<file path="src/fsd_pkg.sv">
/*
  Constants, register map and carrier types of the FMCW sweep and
  output divider control block.
  Assumes a 10 MHz phase-detector clock and an APB master with 32-bit data.
*/
// Function
// - Divide codes 0..17 give ratios 2..768; codes 18..31 reserved.
// - Doubler enable switches doubler path; bias word 0x0624 feeds only it.
// - Request recalibration once sweep frequency change exceeds step limit.
// - Reuse enabled: seed core, band, amplitude from last calibration.
// - Band seed gives starting band code; software keeps it 0..183.
// - Sweep settings act only while run bit is one.
// - Sweep never exceeds ceiling; software sets ceiling at or above start.
// - Sweep never falls below floor; software sets floor at or below start.
// - Burst mode: run bit rising starts burst of programmed length.
// - Burst advance source: segment end, event A, event B, reserved.
// - Event source codes: off, pin edges, always; others reserved.
// - Segment clear bit zeroes accumulator at segment start, automatic only.
// - Signed step added each cycle: 14 bits segment 0, 30 segment 1.
// - Half-rate bit advances segment every second clock.
// - Each segment has 16-bit duration in detector cycles.
// - Segment 0 successor bit: 0 repeats segment 0, 1 goes 1.
// - Segment 1 successor bit: 0 goes to segment 0, 1 repeats.
// - Segment advance source: timeout, event A, event B, reserved.
// - Automatic calibration gap is max of calibration time and wait count.
// - Manual sweep bit: 0 automatic, 1 manual.
// - Calibrate-after-segment bit forces calibration after each segment.
package fsd_pkg;
  localparam int NREG = 25;
  // Storage slots
  localparam int S_RUN = 0, S_BIAS = 1, S_DBL = 2, S_DIVBUF = 3;
  localparam int S_DIVSEL = 4, S_CALSEED = 5, S_RECAL = 6, S_BURST = 7;
  localparam int S_EVT = 8, S_S0STEP = 9, S_S0RATE = 10, S_S0DUR = 11;
  localparam int S_SEQ = 12, S_S1H = 13, S_S1L = 14, S_S1DUR = 15;
  localparam int S_MODE = 16, S_CALW = 17, S_CEILH = 18, S_CEILM = 19;
  localparam int S_CEILL = 20, S_FLRH = 21, S_FLRM = 22, S_FLRL = 23;
  localparam int S_BLEN = 24, S_STAT = 25, S_ACCH = 26, S_ACCL = 27;
  // Register indices; byte address is four times the index
  localparam logic [9:0] IDX_RUN = 10'h000, IDX_BIAS = 10'h019;
  localparam logic [9:0] IDX_DBL = 10'h01B, IDX_DIVBUF = 10'h01F;
  localparam logic [9:0] IDX_DIVSEL = 10'h04B, IDX_CALSEED = 10'h04E;
  localparam logic [9:0] IDX_RECAL = 10'h04F, IDX_BURST = 10'h060;
  localparam logic [9:0] IDX_EVT = 10'h061, IDX_S0STEP = 10'h062;
  localparam logic [9:0] IDX_S0RATE = 10'h063, IDX_S0DUR = 10'h064;
  localparam logic [9:0] IDX_SEQ = 10'h065, IDX_S1H = 10'h066;
  localparam logic [9:0] IDX_S1L = 10'h067, IDX_S1DUR = 10'h068;
  localparam logic [9:0] IDX_MODE = 10'h069, IDX_CALW = 10'h06A;
  localparam logic [9:0] IDX_CEILH = 10'h070, IDX_CEILM = 10'h071;
  localparam logic [9:0] IDX_CEILL = 10'h072, IDX_FLRH = 10'h073;
  localparam logic [9:0] IDX_FLRM = 10'h074, IDX_FLRL = 10'h075;
  localparam logic [9:0] IDX_STAT = 10'h076, IDX_ACCH = 10'h077;
  localparam logic [9:0] IDX_ACCL = 10'h078, IDX_BLEN = 10'h079;
  // Field positions
  localparam int RUN_BIT = 15, DBL_BIT = 0, DIVBUF_BIT = 14, DIVSEL_LSB = 6;
  localparam int RECALHI_BIT = 11, REUSE_BIT = 9, CAPSEED_LSB = 1;
  localparam int BURSTEN_BIT = 15, BADV_LSB = 0, EVA_LSB = 3, EVB_LSB = 7;
  localparam int S0CLR_BIT = 15, S0HALF_BIT = 0, S1HALF_BIT = 6;
  localparam int S1CLR_BIT = 5, SUCC_BIT = 4, SRC_LSB = 0, MANUAL_BIT = 5;
  localparam int WAIT_LSB = 6, CALAFTER_BIT = 4, SCALE_LSB = 0;
  // Values after reset
  localparam logic [15:0] BIAS_RST = 16'h0624;
  localparam logic [15:0] CALW_RST = 16'h0007;
  localparam logic [2:0] CORE_DFLT = 3'h1;
  localparam logic [8:0] AMP_DFLT = 9'h0AA;
  // Event source and advance source codes
  localparam logic [3:0] EV_CLK_RISE = 4'h1, EV_DIR_RISE = 4'h2;
  localparam logic [3:0] EV_ALWAYS = 4'h4, EV_CLK_FALL = 4'h9;
  localparam logic [3:0] EV_DIR_FALL = 4'hA;
  localparam logic [1:0] ADV_SEG = 2'h0, ADV_EVA = 2'h1, ADV_EVB = 2'h2;

  typedef enum logic [1:0] {ST_IDLE, ST_RUN, ST_CAL, ST_DONE} fsd_state_t;

  typedef struct packed {
    logic        psel;
    logic        penable;
    logic        pwrite;
    logic [11:0] paddr;
    logic [31:0] pwdata;
  } fsd_apb_req_t;

  typedef struct packed {
    logic        pready;
    logic [31:0] prdata;
    logic        pslverr;
  } fsd_apb_rsp_t;

  typedef struct packed {
    logic       done;
    logic [2:0] core;
    logic [7:0] cap;
    logic [8:0] amp;
  } fsd_cal_res_t;

  typedef struct packed {
    logic       req;
    logic [2:0] core;
    logic [7:0] cap;
    logic [8:0] amp;
  } fsd_cal_req_t;

  typedef struct packed {
    logic [NREG-1:0][15:0] regs;
    fsd_state_t            state;
    logic                  seg;
    logic                  half;
    logic [15:0]           durCnt;
    logic [32:0]           accum;
    logic [32:0]           calRef;
    logic [15:0]           burstCnt;
    logic [16:0]           waitCnt;
    logic                  calSeen;
    logic                  runPrev;
    logic                  clkPrev;
    logic                  dirPrev;
    logic                  calReq;
    logic [2:0]            foundCore;
    logic [7:0]            foundCap;
    logic [8:0]            foundAmp;
    logic [9:0]            divRatio;
    logic [31:0]           prdata;
    logic                  pslverr;
  } fsd_st_t;
endpackage

</file>
<file path="src/fsd_sweep_ctrl.sv">
/*
  Sweep generator control, output divider decode and doubler settings,
  with an APB register slave.
  Assumes the sweep pins and calibration results are synchronous to ref_clk,
  and that the calibration engine pulses done once per request.
*/
module fsd_sweep_ctrl (
  input  wire logic                  ref_clk,
  input  wire logic                  reset,
  input  wire fsd_pkg::fsd_apb_req_t apbReq,
  output fsd_pkg::fsd_apb_rsp_t      apbRsp,
  input  wire logic                  sweepClkPin,
  input  wire logic                  sweepDirPin,
  input  wire fsd_pkg::fsd_cal_res_t calRes,
  output fsd_pkg::fsd_cal_req_t      calReqOut,
  output logic [9:0]                 divideRatio,
  output logic                       dividerBufferOn,
  output logic                       doublerOn,
  output logic [15:0]                doublerBiasWord,
  output logic [32:0]                sweepAccum,
  output logic                       sweepActive
);
  fsd_pkg::fsd_st_t st_q;
  fsd_pkg::fsd_st_t st_d;

  logic [15:0] rg [fsd_pkg::NREG];
  logic        run;
  logic        runRise;
  logic        evA;
  logic        evB;
  logic        curHalf;
  logic        tick;
  logic [15:0] dur;
  logic [1:0]  src;
  logic        succ;
  logic        manual;
  logic [33:0] step34;
  logic [33:0] sum34;
  logic [33:0] ceil34;
  logic [33:0] flr34;
  logic [32:0] clamped;
  logic        segEnd;
  logic        burstStep;
  logic [32:0] diff;
  logic [32:0] mag;
  logic [32:0] limit;
  logic [5:0]  slot;
  logic        access;

  // Maps a register index to its storage slot, bit 5 marks a hit
  function automatic logic [5:0] slotOf(input logic [9:0] idx);
    if (idx == fsd_pkg::IDX_RUN) return {1'b1, 5'(fsd_pkg::S_RUN)};
    else if (idx == fsd_pkg::IDX_BIAS) return {1'b1, 5'(fsd_pkg::S_BIAS)};
    else if (idx == fsd_pkg::IDX_DBL) return {1'b1, 5'(fsd_pkg::S_DBL)};
    else if (idx == fsd_pkg::IDX_DIVBUF) return {1'b1, 5'(fsd_pkg::S_DIVBUF)};
    else if (idx == fsd_pkg::IDX_DIVSEL) return {1'b1, 5'(fsd_pkg::S_DIVSEL)};
    else if (idx == fsd_pkg::IDX_CALSEED) return {1'b1, 5'(fsd_pkg::S_CALSEED)};
    else if (idx == fsd_pkg::IDX_RECAL) return {1'b1, 5'(fsd_pkg::S_RECAL)};
    else if (idx == fsd_pkg::IDX_BURST) return {1'b1, 5'(fsd_pkg::S_BURST)};
    else if (idx == fsd_pkg::IDX_EVT) return {1'b1, 5'(fsd_pkg::S_EVT)};
    else if (idx == fsd_pkg::IDX_S0STEP) return {1'b1, 5'(fsd_pkg::S_S0STEP)};
    else if (idx == fsd_pkg::IDX_S0RATE) return {1'b1, 5'(fsd_pkg::S_S0RATE)};
    else if (idx == fsd_pkg::IDX_S0DUR) return {1'b1, 5'(fsd_pkg::S_S0DUR)};
    else if (idx == fsd_pkg::IDX_SEQ) return {1'b1, 5'(fsd_pkg::S_SEQ)};
    else if (idx == fsd_pkg::IDX_S1H) return {1'b1, 5'(fsd_pkg::S_S1H)};
    else if (idx == fsd_pkg::IDX_S1L) return {1'b1, 5'(fsd_pkg::S_S1L)};
    else if (idx == fsd_pkg::IDX_S1DUR) return {1'b1, 5'(fsd_pkg::S_S1DUR)};
    else if (idx == fsd_pkg::IDX_MODE) return {1'b1, 5'(fsd_pkg::S_MODE)};
    else if (idx == fsd_pkg::IDX_CALW) return {1'b1, 5'(fsd_pkg::S_CALW)};
    else if (idx == fsd_pkg::IDX_CEILH) return {1'b1, 5'(fsd_pkg::S_CEILH)};
    else if (idx == fsd_pkg::IDX_CEILM) return {1'b1, 5'(fsd_pkg::S_CEILM)};
    else if (idx == fsd_pkg::IDX_CEILL) return {1'b1, 5'(fsd_pkg::S_CEILL)};
    else if (idx == fsd_pkg::IDX_FLRH) return {1'b1, 5'(fsd_pkg::S_FLRH)};
    else if (idx == fsd_pkg::IDX_FLRM) return {1'b1, 5'(fsd_pkg::S_FLRM)};
    else if (idx == fsd_pkg::IDX_FLRL) return {1'b1, 5'(fsd_pkg::S_FLRL)};
    else if (idx == fsd_pkg::IDX_BLEN) return {1'b1, 5'(fsd_pkg::S_BLEN)};
    else if (idx == fsd_pkg::IDX_STAT) return {1'b1, 5'(fsd_pkg::S_STAT)};
    else if (idx == fsd_pkg::IDX_ACCH) return {1'b1, 5'(fsd_pkg::S_ACCH)};
    else if (idx == fsd_pkg::IDX_ACCL) return {1'b1, 5'(fsd_pkg::S_ACCL)};
    else return 6'h00;
  endfunction

  function automatic logic evDecode(input logic [3:0] code,
                                    input logic       clkNow,
                                    input logic       clkOld,
                                    input logic       dirNow,
                                    input logic       dirOld);
    case (code)
      fsd_pkg::EV_CLK_RISE: return clkNow & ~clkOld;
      fsd_pkg::EV_DIR_RISE: return dirNow & ~dirOld;
      fsd_pkg::EV_ALWAYS:   return 1'b1;
      fsd_pkg::EV_CLK_FALL: return ~clkNow & clkOld;
      fsd_pkg::EV_DIR_FALL: return ~dirNow & dirOld;
      default:              return 1'b0;
    endcase
  endfunction

  function automatic logic [9:0] ratioOf(input logic [4:0] code);
    case (code)
      5'h00: return 10'h002;
      5'h01: return 10'h004;
      5'h02: return 10'h006;
      5'h03: return 10'h008;
      5'h04: return 10'h00C;
      5'h05: return 10'h010;
      5'h06: return 10'h018;
      5'h07: return 10'h020;
      5'h08: return 10'h030;
      5'h09: return 10'h040;
      5'h0A: return 10'h048;
      5'h0B: return 10'h060;
      5'h0C: return 10'h080;
      5'h0D: return 10'h0C0;
      5'h0E: return 10'h100;
      5'h0F: return 10'h180;
      5'h10: return 10'h200;
      5'h11: return 10'h300;
      default: return 10'h000;
    endcase
  endfunction

  always_comb begin
    for (int i = 0; i < fsd_pkg::NREG; i++) begin
      rg[i] = st_q.regs[i];
    end
  end

  always_comb begin
    st_d      = st_q;
    access    = apbReq.psel & apbReq.penable;
    slot      = slotOf(apbReq.paddr[11:2]);
    run       = rg[fsd_pkg::S_RUN][fsd_pkg::RUN_BIT];
    runRise   = run & ~st_q.runPrev;
    evA = evDecode(rg[fsd_pkg::S_EVT][fsd_pkg::EVA_LSB +: 4], sweepClkPin,
                   st_q.clkPrev, sweepDirPin, st_q.dirPrev);
    evB = evDecode(rg[fsd_pkg::S_EVT][fsd_pkg::EVB_LSB +: 4], sweepClkPin,
                   st_q.clkPrev, sweepDirPin, st_q.dirPrev);
    curHalf = st_q.seg ? rg[fsd_pkg::S_SEQ][fsd_pkg::S1HALF_BIT]
                       : rg[fsd_pkg::S_S0RATE][fsd_pkg::S0HALF_BIT];
    tick    = ~curHalf | st_q.half;
    dur     = st_q.seg ? rg[fsd_pkg::S_S1DUR] : rg[fsd_pkg::S_S0DUR];
    src     = st_q.seg ? rg[fsd_pkg::S_MODE][fsd_pkg::SRC_LSB +: 2]
                       : rg[fsd_pkg::S_SEQ][fsd_pkg::SRC_LSB +: 2];
    succ    = st_q.seg ? rg[fsd_pkg::S_MODE][fsd_pkg::SUCC_BIT]
                       : rg[fsd_pkg::S_SEQ][fsd_pkg::SUCC_BIT];
    manual  = rg[fsd_pkg::S_MODE][fsd_pkg::MANUAL_BIT];
    if (st_q.seg) begin
      step34 = {{4{rg[fsd_pkg::S_S1H][13]}}, rg[fsd_pkg::S_S1H][13:0],
                rg[fsd_pkg::S_S1L]};
    end else begin
      step34 = {{20{rg[fsd_pkg::S_S0STEP][15]}},
                rg[fsd_pkg::S_S0STEP][15:2]};
    end
    sum34  = {st_q.accum[32], st_q.accum} + step34;
    ceil34 = {1'b0, rg[fsd_pkg::S_CEILH][0], rg[fsd_pkg::S_CEILM],
              rg[fsd_pkg::S_CEILL]};
    flr34  = {rg[fsd_pkg::S_FLRH][0], rg[fsd_pkg::S_FLRH][0],
              rg[fsd_pkg::S_FLRM], rg[fsd_pkg::S_FLRL]};
    if ($signed(sum34) > $signed(ceil34)) begin
      clamped = ceil34[32:0];
    end else if ($signed(sum34) < $signed(flr34)) begin
      clamped = flr34[32:0];
    end else begin
      clamped = sum34[32:0];
    end
    case (src)
      fsd_pkg::ADV_SEG: segEnd = tick & ({1'b0, st_q.durCnt} + 17'h00001
                                         >= {1'b0, dur});
      fsd_pkg::ADV_EVA: segEnd = evA;
      fsd_pkg::ADV_EVB: segEnd = evB;
      default:          segEnd = 1'b0;
    endcase
    segEnd = segEnd & (st_q.state == fsd_pkg::ST_RUN);
    case (rg[fsd_pkg::S_EVT][fsd_pkg::BADV_LSB +: 2])
      fsd_pkg::ADV_SEG: burstStep = segEnd;
      fsd_pkg::ADV_EVA: burstStep = evA;
      fsd_pkg::ADV_EVB: burstStep = evB;
      default:          burstStep = 1'b0;
    endcase
    diff  = st_q.accum - st_q.calRef;
    mag   = diff[32] ? 33'(-diff) : diff;
    limit = {16'h0000, rg[fsd_pkg::S_CALSEED][fsd_pkg::RECALHI_BIT],
             rg[fsd_pkg::S_RECAL]};

    st_d.runPrev = run;
    st_d.clkPrev = sweepClkPin;
    st_d.dirPrev = sweepDirPin;
    st_d.calReq  = 1'b0;
    st_d.divRatio = ratioOf(rg[fsd_pkg::S_DIVSEL][fsd_pkg::DIVSEL_LSB +: 5]);
    if (calRes.done) begin
      st_d.foundCore = calRes.core;
      st_d.foundCap  = calRes.cap;
      st_d.foundAmp  = calRes.amp;
    end

    case (st_q.state)
      fsd_pkg::ST_IDLE: begin
        st_d.accum = 33'h000000000;
        if (run && (!rg[fsd_pkg::S_BURST][fsd_pkg::BURSTEN_BIT] || runRise))
        begin
          st_d.state    = fsd_pkg::ST_RUN;
          st_d.seg      = 1'b0;
          st_d.half     = 1'b0;
          st_d.durCnt   = 16'h0000;
          st_d.burstCnt = 16'h0000;
          st_d.calRef   = 33'h000000000;
        end
      end
      fsd_pkg::ST_RUN: begin
        st_d.half = curHalf & ~st_q.half;
        if (tick) begin
          st_d.accum  = clamped;
          st_d.durCnt = st_q.durCnt + 16'h0001;
        end
        if (mag > limit) begin
          st_d.calReq = 1'b1;
          st_d.calRef = st_q.accum;
        end
        if (segEnd) begin
          st_d.seg    = succ;
          st_d.durCnt = 16'h0000;
          st_d.half   = 1'b0;
          if (!manual && (succ ? rg[fsd_pkg::S_SEQ][fsd_pkg::S1CLR_BIT]
                               : rg[fsd_pkg::S_EVT][fsd_pkg::S0CLR_BIT])) begin
            st_d.accum = 33'h000000000;
          end
          if (rg[fsd_pkg::S_CALW][fsd_pkg::CALAFTER_BIT]) begin
            st_d.state   = fsd_pkg::ST_CAL;
            st_d.calReq  = 1'b1;
            st_d.calSeen = 1'b0;
            st_d.calRef  = st_d.accum;
            st_d.waitCnt = 17'({7'h00, rg[fsd_pkg::S_MODE][fsd_pkg::WAIT_LSB
                                      +: 10]}
                              << rg[fsd_pkg::S_CALW][fsd_pkg::SCALE_LSB +: 3]);
          end
        end
        if (rg[fsd_pkg::S_BURST][fsd_pkg::BURSTEN_BIT] && burstStep) begin
          st_d.burstCnt = st_q.burstCnt + 16'h0001;
          if (st_q.burstCnt + 16'h0001 >= rg[fsd_pkg::S_BLEN]) begin
            st_d.state = fsd_pkg::ST_DONE;
          end
        end
      end
      fsd_pkg::ST_CAL: begin
        st_d.calSeen = st_q.calSeen | calRes.done;
        if (st_q.waitCnt != 17'h00000) begin
          st_d.waitCnt = st_q.waitCnt - 17'h00001;
        end
        if ((manual || st_q.waitCnt == 17'h00000)
            && (st_q.calSeen || calRes.done)) begin
          st_d.state = fsd_pkg::ST_RUN;
        end
      end
      default: begin
        if (!run) begin
          st_d.state = fsd_pkg::ST_IDLE;
        end
      end
    endcase
    // sweep off when run bit clear
    if (!run) begin
      st_d.state = fsd_pkg::ST_IDLE;
      st_d.accum = 33'h000000000;
    end

    // Register access: read data prepared in setup, write in access
    if (apbReq.psel && !apbReq.penable) begin
      st_d.pslverr = ~slot[5];
      if (!slot[5]) begin
        st_d.prdata = 32'h00000000;
      end else if (slot[4:0] == 5'(fsd_pkg::S_STAT)) begin
        st_d.prdata = {28'h0000000, st_q.state, st_q.seg,
                       rg[fsd_pkg::S_DIVSEL][10:6] > 5'h11};
      end else if (slot[4:0] == 5'(fsd_pkg::S_ACCH)) begin
        st_d.prdata = {15'h0000, st_q.accum[32:16]};
      end else if (slot[4:0] == 5'(fsd_pkg::S_ACCL)) begin
        st_d.prdata = {16'h0000, st_q.accum[15:0]};
      end else begin
        st_d.prdata = {16'h0000, rg[slot[4:0]]};
      end
    end
    if (access && apbReq.pwrite && slot[5]
        && slot[4:0] < 5'(fsd_pkg::NREG)) begin
      st_d.regs[slot[4:0]] = apbReq.pwdata[15:0];
    end
  end

  always_ff @(posedge ref_clk) begin
    if (reset) begin
      st_q <= '0;
      st_q.regs[fsd_pkg::S_BIAS] <= fsd_pkg::BIAS_RST;
      st_q.regs[fsd_pkg::S_CALW] <= fsd_pkg::CALW_RST;
      st_q.state <= fsd_pkg::ST_IDLE;
      st_q.divRatio <= 10'h002;
    end else begin
      st_q <= st_d;
    end
  end

  assign apbRsp.pready  = 1'b1;
  assign apbRsp.prdata  = st_q.prdata;
  assign apbRsp.pslverr = st_q.pslverr;
  assign divideRatio    = st_q.divRatio;
  // buffer enable driven from software setting
  assign dividerBufferOn = rg[fsd_pkg::S_DIVBUF][fsd_pkg::DIVBUF_BIT];
  assign doublerOn       = rg[fsd_pkg::S_DBL][fsd_pkg::DBL_BIT];
  assign doublerBiasWord = doublerOn ? rg[fsd_pkg::S_BIAS] : 16'h0000;
  assign sweepAccum      = st_q.accum;
  assign sweepActive     = st_q.state != fsd_pkg::ST_IDLE;
  assign calReqOut.req   = st_q.calReq;
  assign calReqOut.core = rg[fsd_pkg::S_CALSEED][fsd_pkg::REUSE_BIT]
                          ? st_q.foundCore : fsd_pkg::CORE_DFLT;
  assign calReqOut.cap  = rg[fsd_pkg::S_CALSEED][fsd_pkg::REUSE_BIT]
                          ? st_q.foundCap
                          : rg[fsd_pkg::S_CALSEED][fsd_pkg::CAPSEED_LSB +: 8];
  assign calReqOut.amp  = rg[fsd_pkg::S_CALSEED][fsd_pkg::REUSE_BIT]
                          ? st_q.foundAmp : fsd_pkg::AMP_DFLT;
endmodule

</file>
<file path="config.mk">
export PLATFORM = sky130hd
export DESIGN_NAME = fsd_sweep_ctrl
export DESIGN_NICKNAME = d
export VERILOG_FILES = /design/src/fsd_pkg.sv /design/src/fsd_sweep_ctrl.sv
export SDC_FILE = /design/constraint.sdc
export NUM_CORES = 2
export LEC_CHECK = 0
export BUFFER_PORTS_ARGS = -buffer_cell sky130_fd_sc_hd__buf_2
export CORE_ASPECT_RATIO = 0.9
export CORE_UTILIZATION = 33
export CTS_BUF_LIST = sky130_fd_sc_hd__clkbuf_4
export CTS_CLUSTER_SIZE = 25
export DETAILED_ROUTE_END_ITERATION = 10
export GPL_TIMING_DRIVEN = 0
export PLACE_DENSITY = 0.46
export SYNTH_ARGS = -nofsm -noshare
export SYNTH_HDL_FRONTEND = slang
export SYNTH_SLANG_ARGS = --single-unit
</file>
<file path="constraint.sdc">
create_clock -name ref_clk -period 18.72 [get_ports ref_clk]
set_input_delay 3.744 -clock ref_clk [delete_from_list [all_inputs] [get_ports ref_clk]]
set_output_delay 3.744 -clock ref_clk [all_outputs]
set_load 0.02 [all_outputs]
</file>
==> run metrics <==
outcome finished with violations; failing checks capacitance limit, slew limit; Req. time, crit path 19.81 ns; Final HPWL DP 162.9 mm; cts hold-fix bufs 0; Mapped Cells around 5000; Worst Path Max Fanout 10; clk_lat worst skew ~1.3 ns; TritonCTS clock tree yes; beginning of the worst register-to-register path st_q[184]$_SDFFE_PP0P_; Seq/Total Area, Yosys between 30% and 40%; Worst Skew 0.1106 ns; sw frac between 20% and 30%; initial antenna violation count 21; Setup Fix Bufs, Post-CTS 0; clock sinks about 570; NumNets Final 5609; total CTS buffers 167; top_reg_cell synth dfxtp_1; Die Ht 315.0 um; clk buf depth 3; hold path depth 2; crit-path most repeated cell clkbuf_1; Final Cycle Share between 50% and 60%; DR WL/cell about 30 um; DR vias/cell roughly 5.6; clock root buffer clkbuf_4; Setup WS post-layout slightly above 8 ns; Core Area between 0.1 and 0.15 mm^2; WL met3 about 18 mm; RSZ-0062 raised after global routing false; combinational power share between 7 and 8%; layout cell share with drive strength beyond 1 a little under an eighth; Critical Path AT roughly 12 ns; die width 349.7 um; share of power burned in registers between 40 and 50%; M1 WL around 88 mm; dpl ws roughly 7.6 ns; Pwr Density 65.70 mW/mm^2; starting density of the core 33.35%; gpl congestion 1.044; Worst Hold Class flop to flop; crit path from apbReq[38]; vias in the first global route roughly 36000; Crit. End Element flop; total negative setup slack 0 ns; f_max 95.19 MHz; flops & latches, synth 571; Die Area between 0.1 and 0.15 mm^2; kind of critical path primary input to flop; GRT Resource Usage Total ~37%; grt ovf 0; Top Layer Used met5; Met2 Routed Length 89.44 mm; final std cells w/o fill just under 7000; drt pass-1 iters 6; Yosys warnings 0; PnR Total Power between 2 and 3 mW; Placement Cell Area between 0.03 and 0.04 mm^2; Mean Syn Cell Area around 7.1 um^2; Post-synth EDFFs 0; max-slew violations a little under 100; slew at the pin closest to its max-slew limit ~1.7 ns; Setup crit end apbRsp[3]$_SDFFE_PP0P_; first-pass GRT wire length 284.4 mm; area of the mapped netlist 0.03591 mm^2; final setup vio count 0; Slowest Stage Delay on Critical Path between 1 and 1.5 ns; CP Cell Sequence buf_2 -> clkbuf_1 -> nand3_1 -> o32a_1 -> a21oi_1 -> o32ai_1 -> clkbuf_1 -> clkbuf_1 -> clkbuf_1 -> buf_1 -> nand2_1 -> nand3_1 -> a21oi_1 -> nor4_1 -> o221ai_1 -> a21oi_1; Reg2Reg Depth 28; Starting DRT DRC Count about 4600; P_sw slightly below 800 uW; via count roughly 40000; DRC violations left 0; ys async rst share 0%; num rows ~110; final wirelength ~210 mm; IO Port Bufs about 130; largest net degree at the start of global routing 17; # placed instances 6628; CTS clk-pin slew, worst paths around 0.060 ns; Final ANT Viol Nets 0; Post-CTS Resized 0; post-route cell area roughly 0.041 mm^2; Pleak between 15 and 20 nW; Synth cell types 98; startpoint types primary input; H-tree depth 4; slack of the worst reg-to-reg path around 9.3 ns; Max-Cap Viols 11; VDD IR max around 0.055 mV; Clk pwr share between 40% and 50%; relative slew slack -12.02%; # IOs between 150 and 200; Area Growth Syn to Fin 13.31%; crit path time final roughly 11 ns; slowest CP cell clkbuf_1; Crit Reg-Reg Endpoint sweepAccum[0]$_SDFFE_PP0P_; P_int between 1.5 and 2 mW; final hold violations 0
[power by group through the flow]
stage               Clock, mW  Sequential [mW]  Combinational [mW]
global placement            0             1.25               0.180
CTS                      1.28             1.22               0.181
detailed placement          0             1.25               0.180
finish                   1.26             1.22               0.191
floorplan                   0             1.25              0.0708
global route             1.35             1.22               0.185
[worst min-delay path by stage]
| stage | startpoint | slack, ns | endpoint |
|---|---|---|---|
| final | limit[12]$_SDFFE_PP0P_ | 0.45 | limit[12]$_SDFFE_PP0P_ |
| after global routing | limit[9]$_SDFFE_PP0P_ | 0.47 | limit[9]$_SDFFE_PP0P_ |
| after CTS | limit[6]$_SDFFE_PP0P_ | 0.45 | limit[6]$_SDFFE_PP0P_ |
| after detailed placement | limit[6]$_SDFFE_PP0P_ | 0.44 | limit[6]$_SDFFE_PP0P_ |
| after global placement | limit[3]$_SDFFE_PP0P_ | 0.44 | limit[3]$_SDFFE_PP0P_ |
| after floorplan | st_q[84]$_SDFFE_PP0P_ | 0.43 | st_q[84]$_SDFFE_PP0P_ |
[routing by layer]
| metal | track usage (%) | vias up |
|---|---|---|
| met2 | 56.24 | 1861 |
| met3 | 8.372 | 443 |
| met5 | 0 | - |
| met4 | 20.96 | 10 |
| met1 | 48.35 | 18850 |
| li1 | - | 17950 |
[per-stage QoR]
stage	utilization [%]	hold WS, ns
2_1_floorplan	-	0.4299
3_3_place_gp	35.71	0.4385
3_5_place_dp	35.79	0.4439
4_1_cts	37.75	0.4533
5_1_grt	37.77	0.4683
6_report	37.78	0.4491
[cell usage in the layout, fill, tap and decap left out, types with 30 or more instances in the layout]
cell type,n
nand2b_1,34
buf_1,32
a21oi_1,657
nor2b_1,39
and2_1,41
a31oi_1,30
nor3_1,56
and3_1,34
nand3_1,174
buf_4,83
nand2_1,1299
xnor2_1,60
buf_2,141
mux2_2,35
nor2_1,273
clkbuf_4,244
o211ai_1,83
ha_1,188
a22oi_1,51
clkbuf_1,295
o21ai_0,140
a21o_1,61
dfxtp_1,571
or2_2,33
xor2_1,35
mux2i_1,84
inv_1,202
[flip-flops by register name, indices dropped and copies added (netlist names)]
register,cells
st_q,110
calReqOut,1
doublerOn,1
ceil34,33
limit,17
divideRatio,9
rg,314
sweepAccum,33
dividerBufferOn,1
manual,1
flr34,33
apbRsp,18
[cells by family after synthesis]
| kind of cell | Yosys count | share of synthesized area, % |
|---|---|---|
| buffers and inverters | 642 | 7.724 |
| AO/OA/AOI/OAI | 1266 | 21.96 |
| flip-flops | 571 | 31.83 |
| other | 2 | 0.02091 |
| multiplexers | 119 | 3.439 |
| adder cells (fa/ha/maj) | 190 | 6.662 |
| XOR/XNOR | 95 | 2.317 |
| AND/OR/NAND/NOR | 2140 | 26.04 |
[synthesized netlist by cell type, types with 33 or more instances]
library cell,n,area (um^2)
nand2_1,1299,4876
a21oi_1,657,3288
dfxtp_1,571,11430
clkbuf_1,305,1145
nor2_1,273,1025
inv_1,202,758.2
ha_1,188,2352
nand3_1,174,870.8
o21ai_0,141,705.7
mux2i_1,84,840.8
o211ai_1,83,623.1
buf_4,80,600.6
a21o_1,61,457.9
xnor2_1,60,525.5
nor3_1,56,280.3
a22oi_1,51,382.9
and2_1,41,256.5
nor2b_1,39,244.0
mux2_2,35,394.1
xor2_1,35,306.5
and3_1,34,212.7
nand2b_1,34,212.7
or2_2,33,206.5
[final cells by class]
type | instances | area [um^2]
buffer | 439 | 2024
multi-input combinational | 3827 | 21810
tap | 1450 | 1814
sequential | 571 | 11430
timing repair buffer | 138 | 708.2
clock inverter | 43 | 280.3
fill | 11780 | 67000
antenna | 13 | 32.53
clock buffer | 244 | 1832
inverter | 203 | 762.0
[worst max-delay path, delay by kind of cell]
kind,cells,cell delay [ns]
AO/OA/AOI/OAI,6,2.02
buffers and inverters,6,4.06
AND/OR/NAND/NOR,4,1.74
Power figures use the tool's default switching activity.
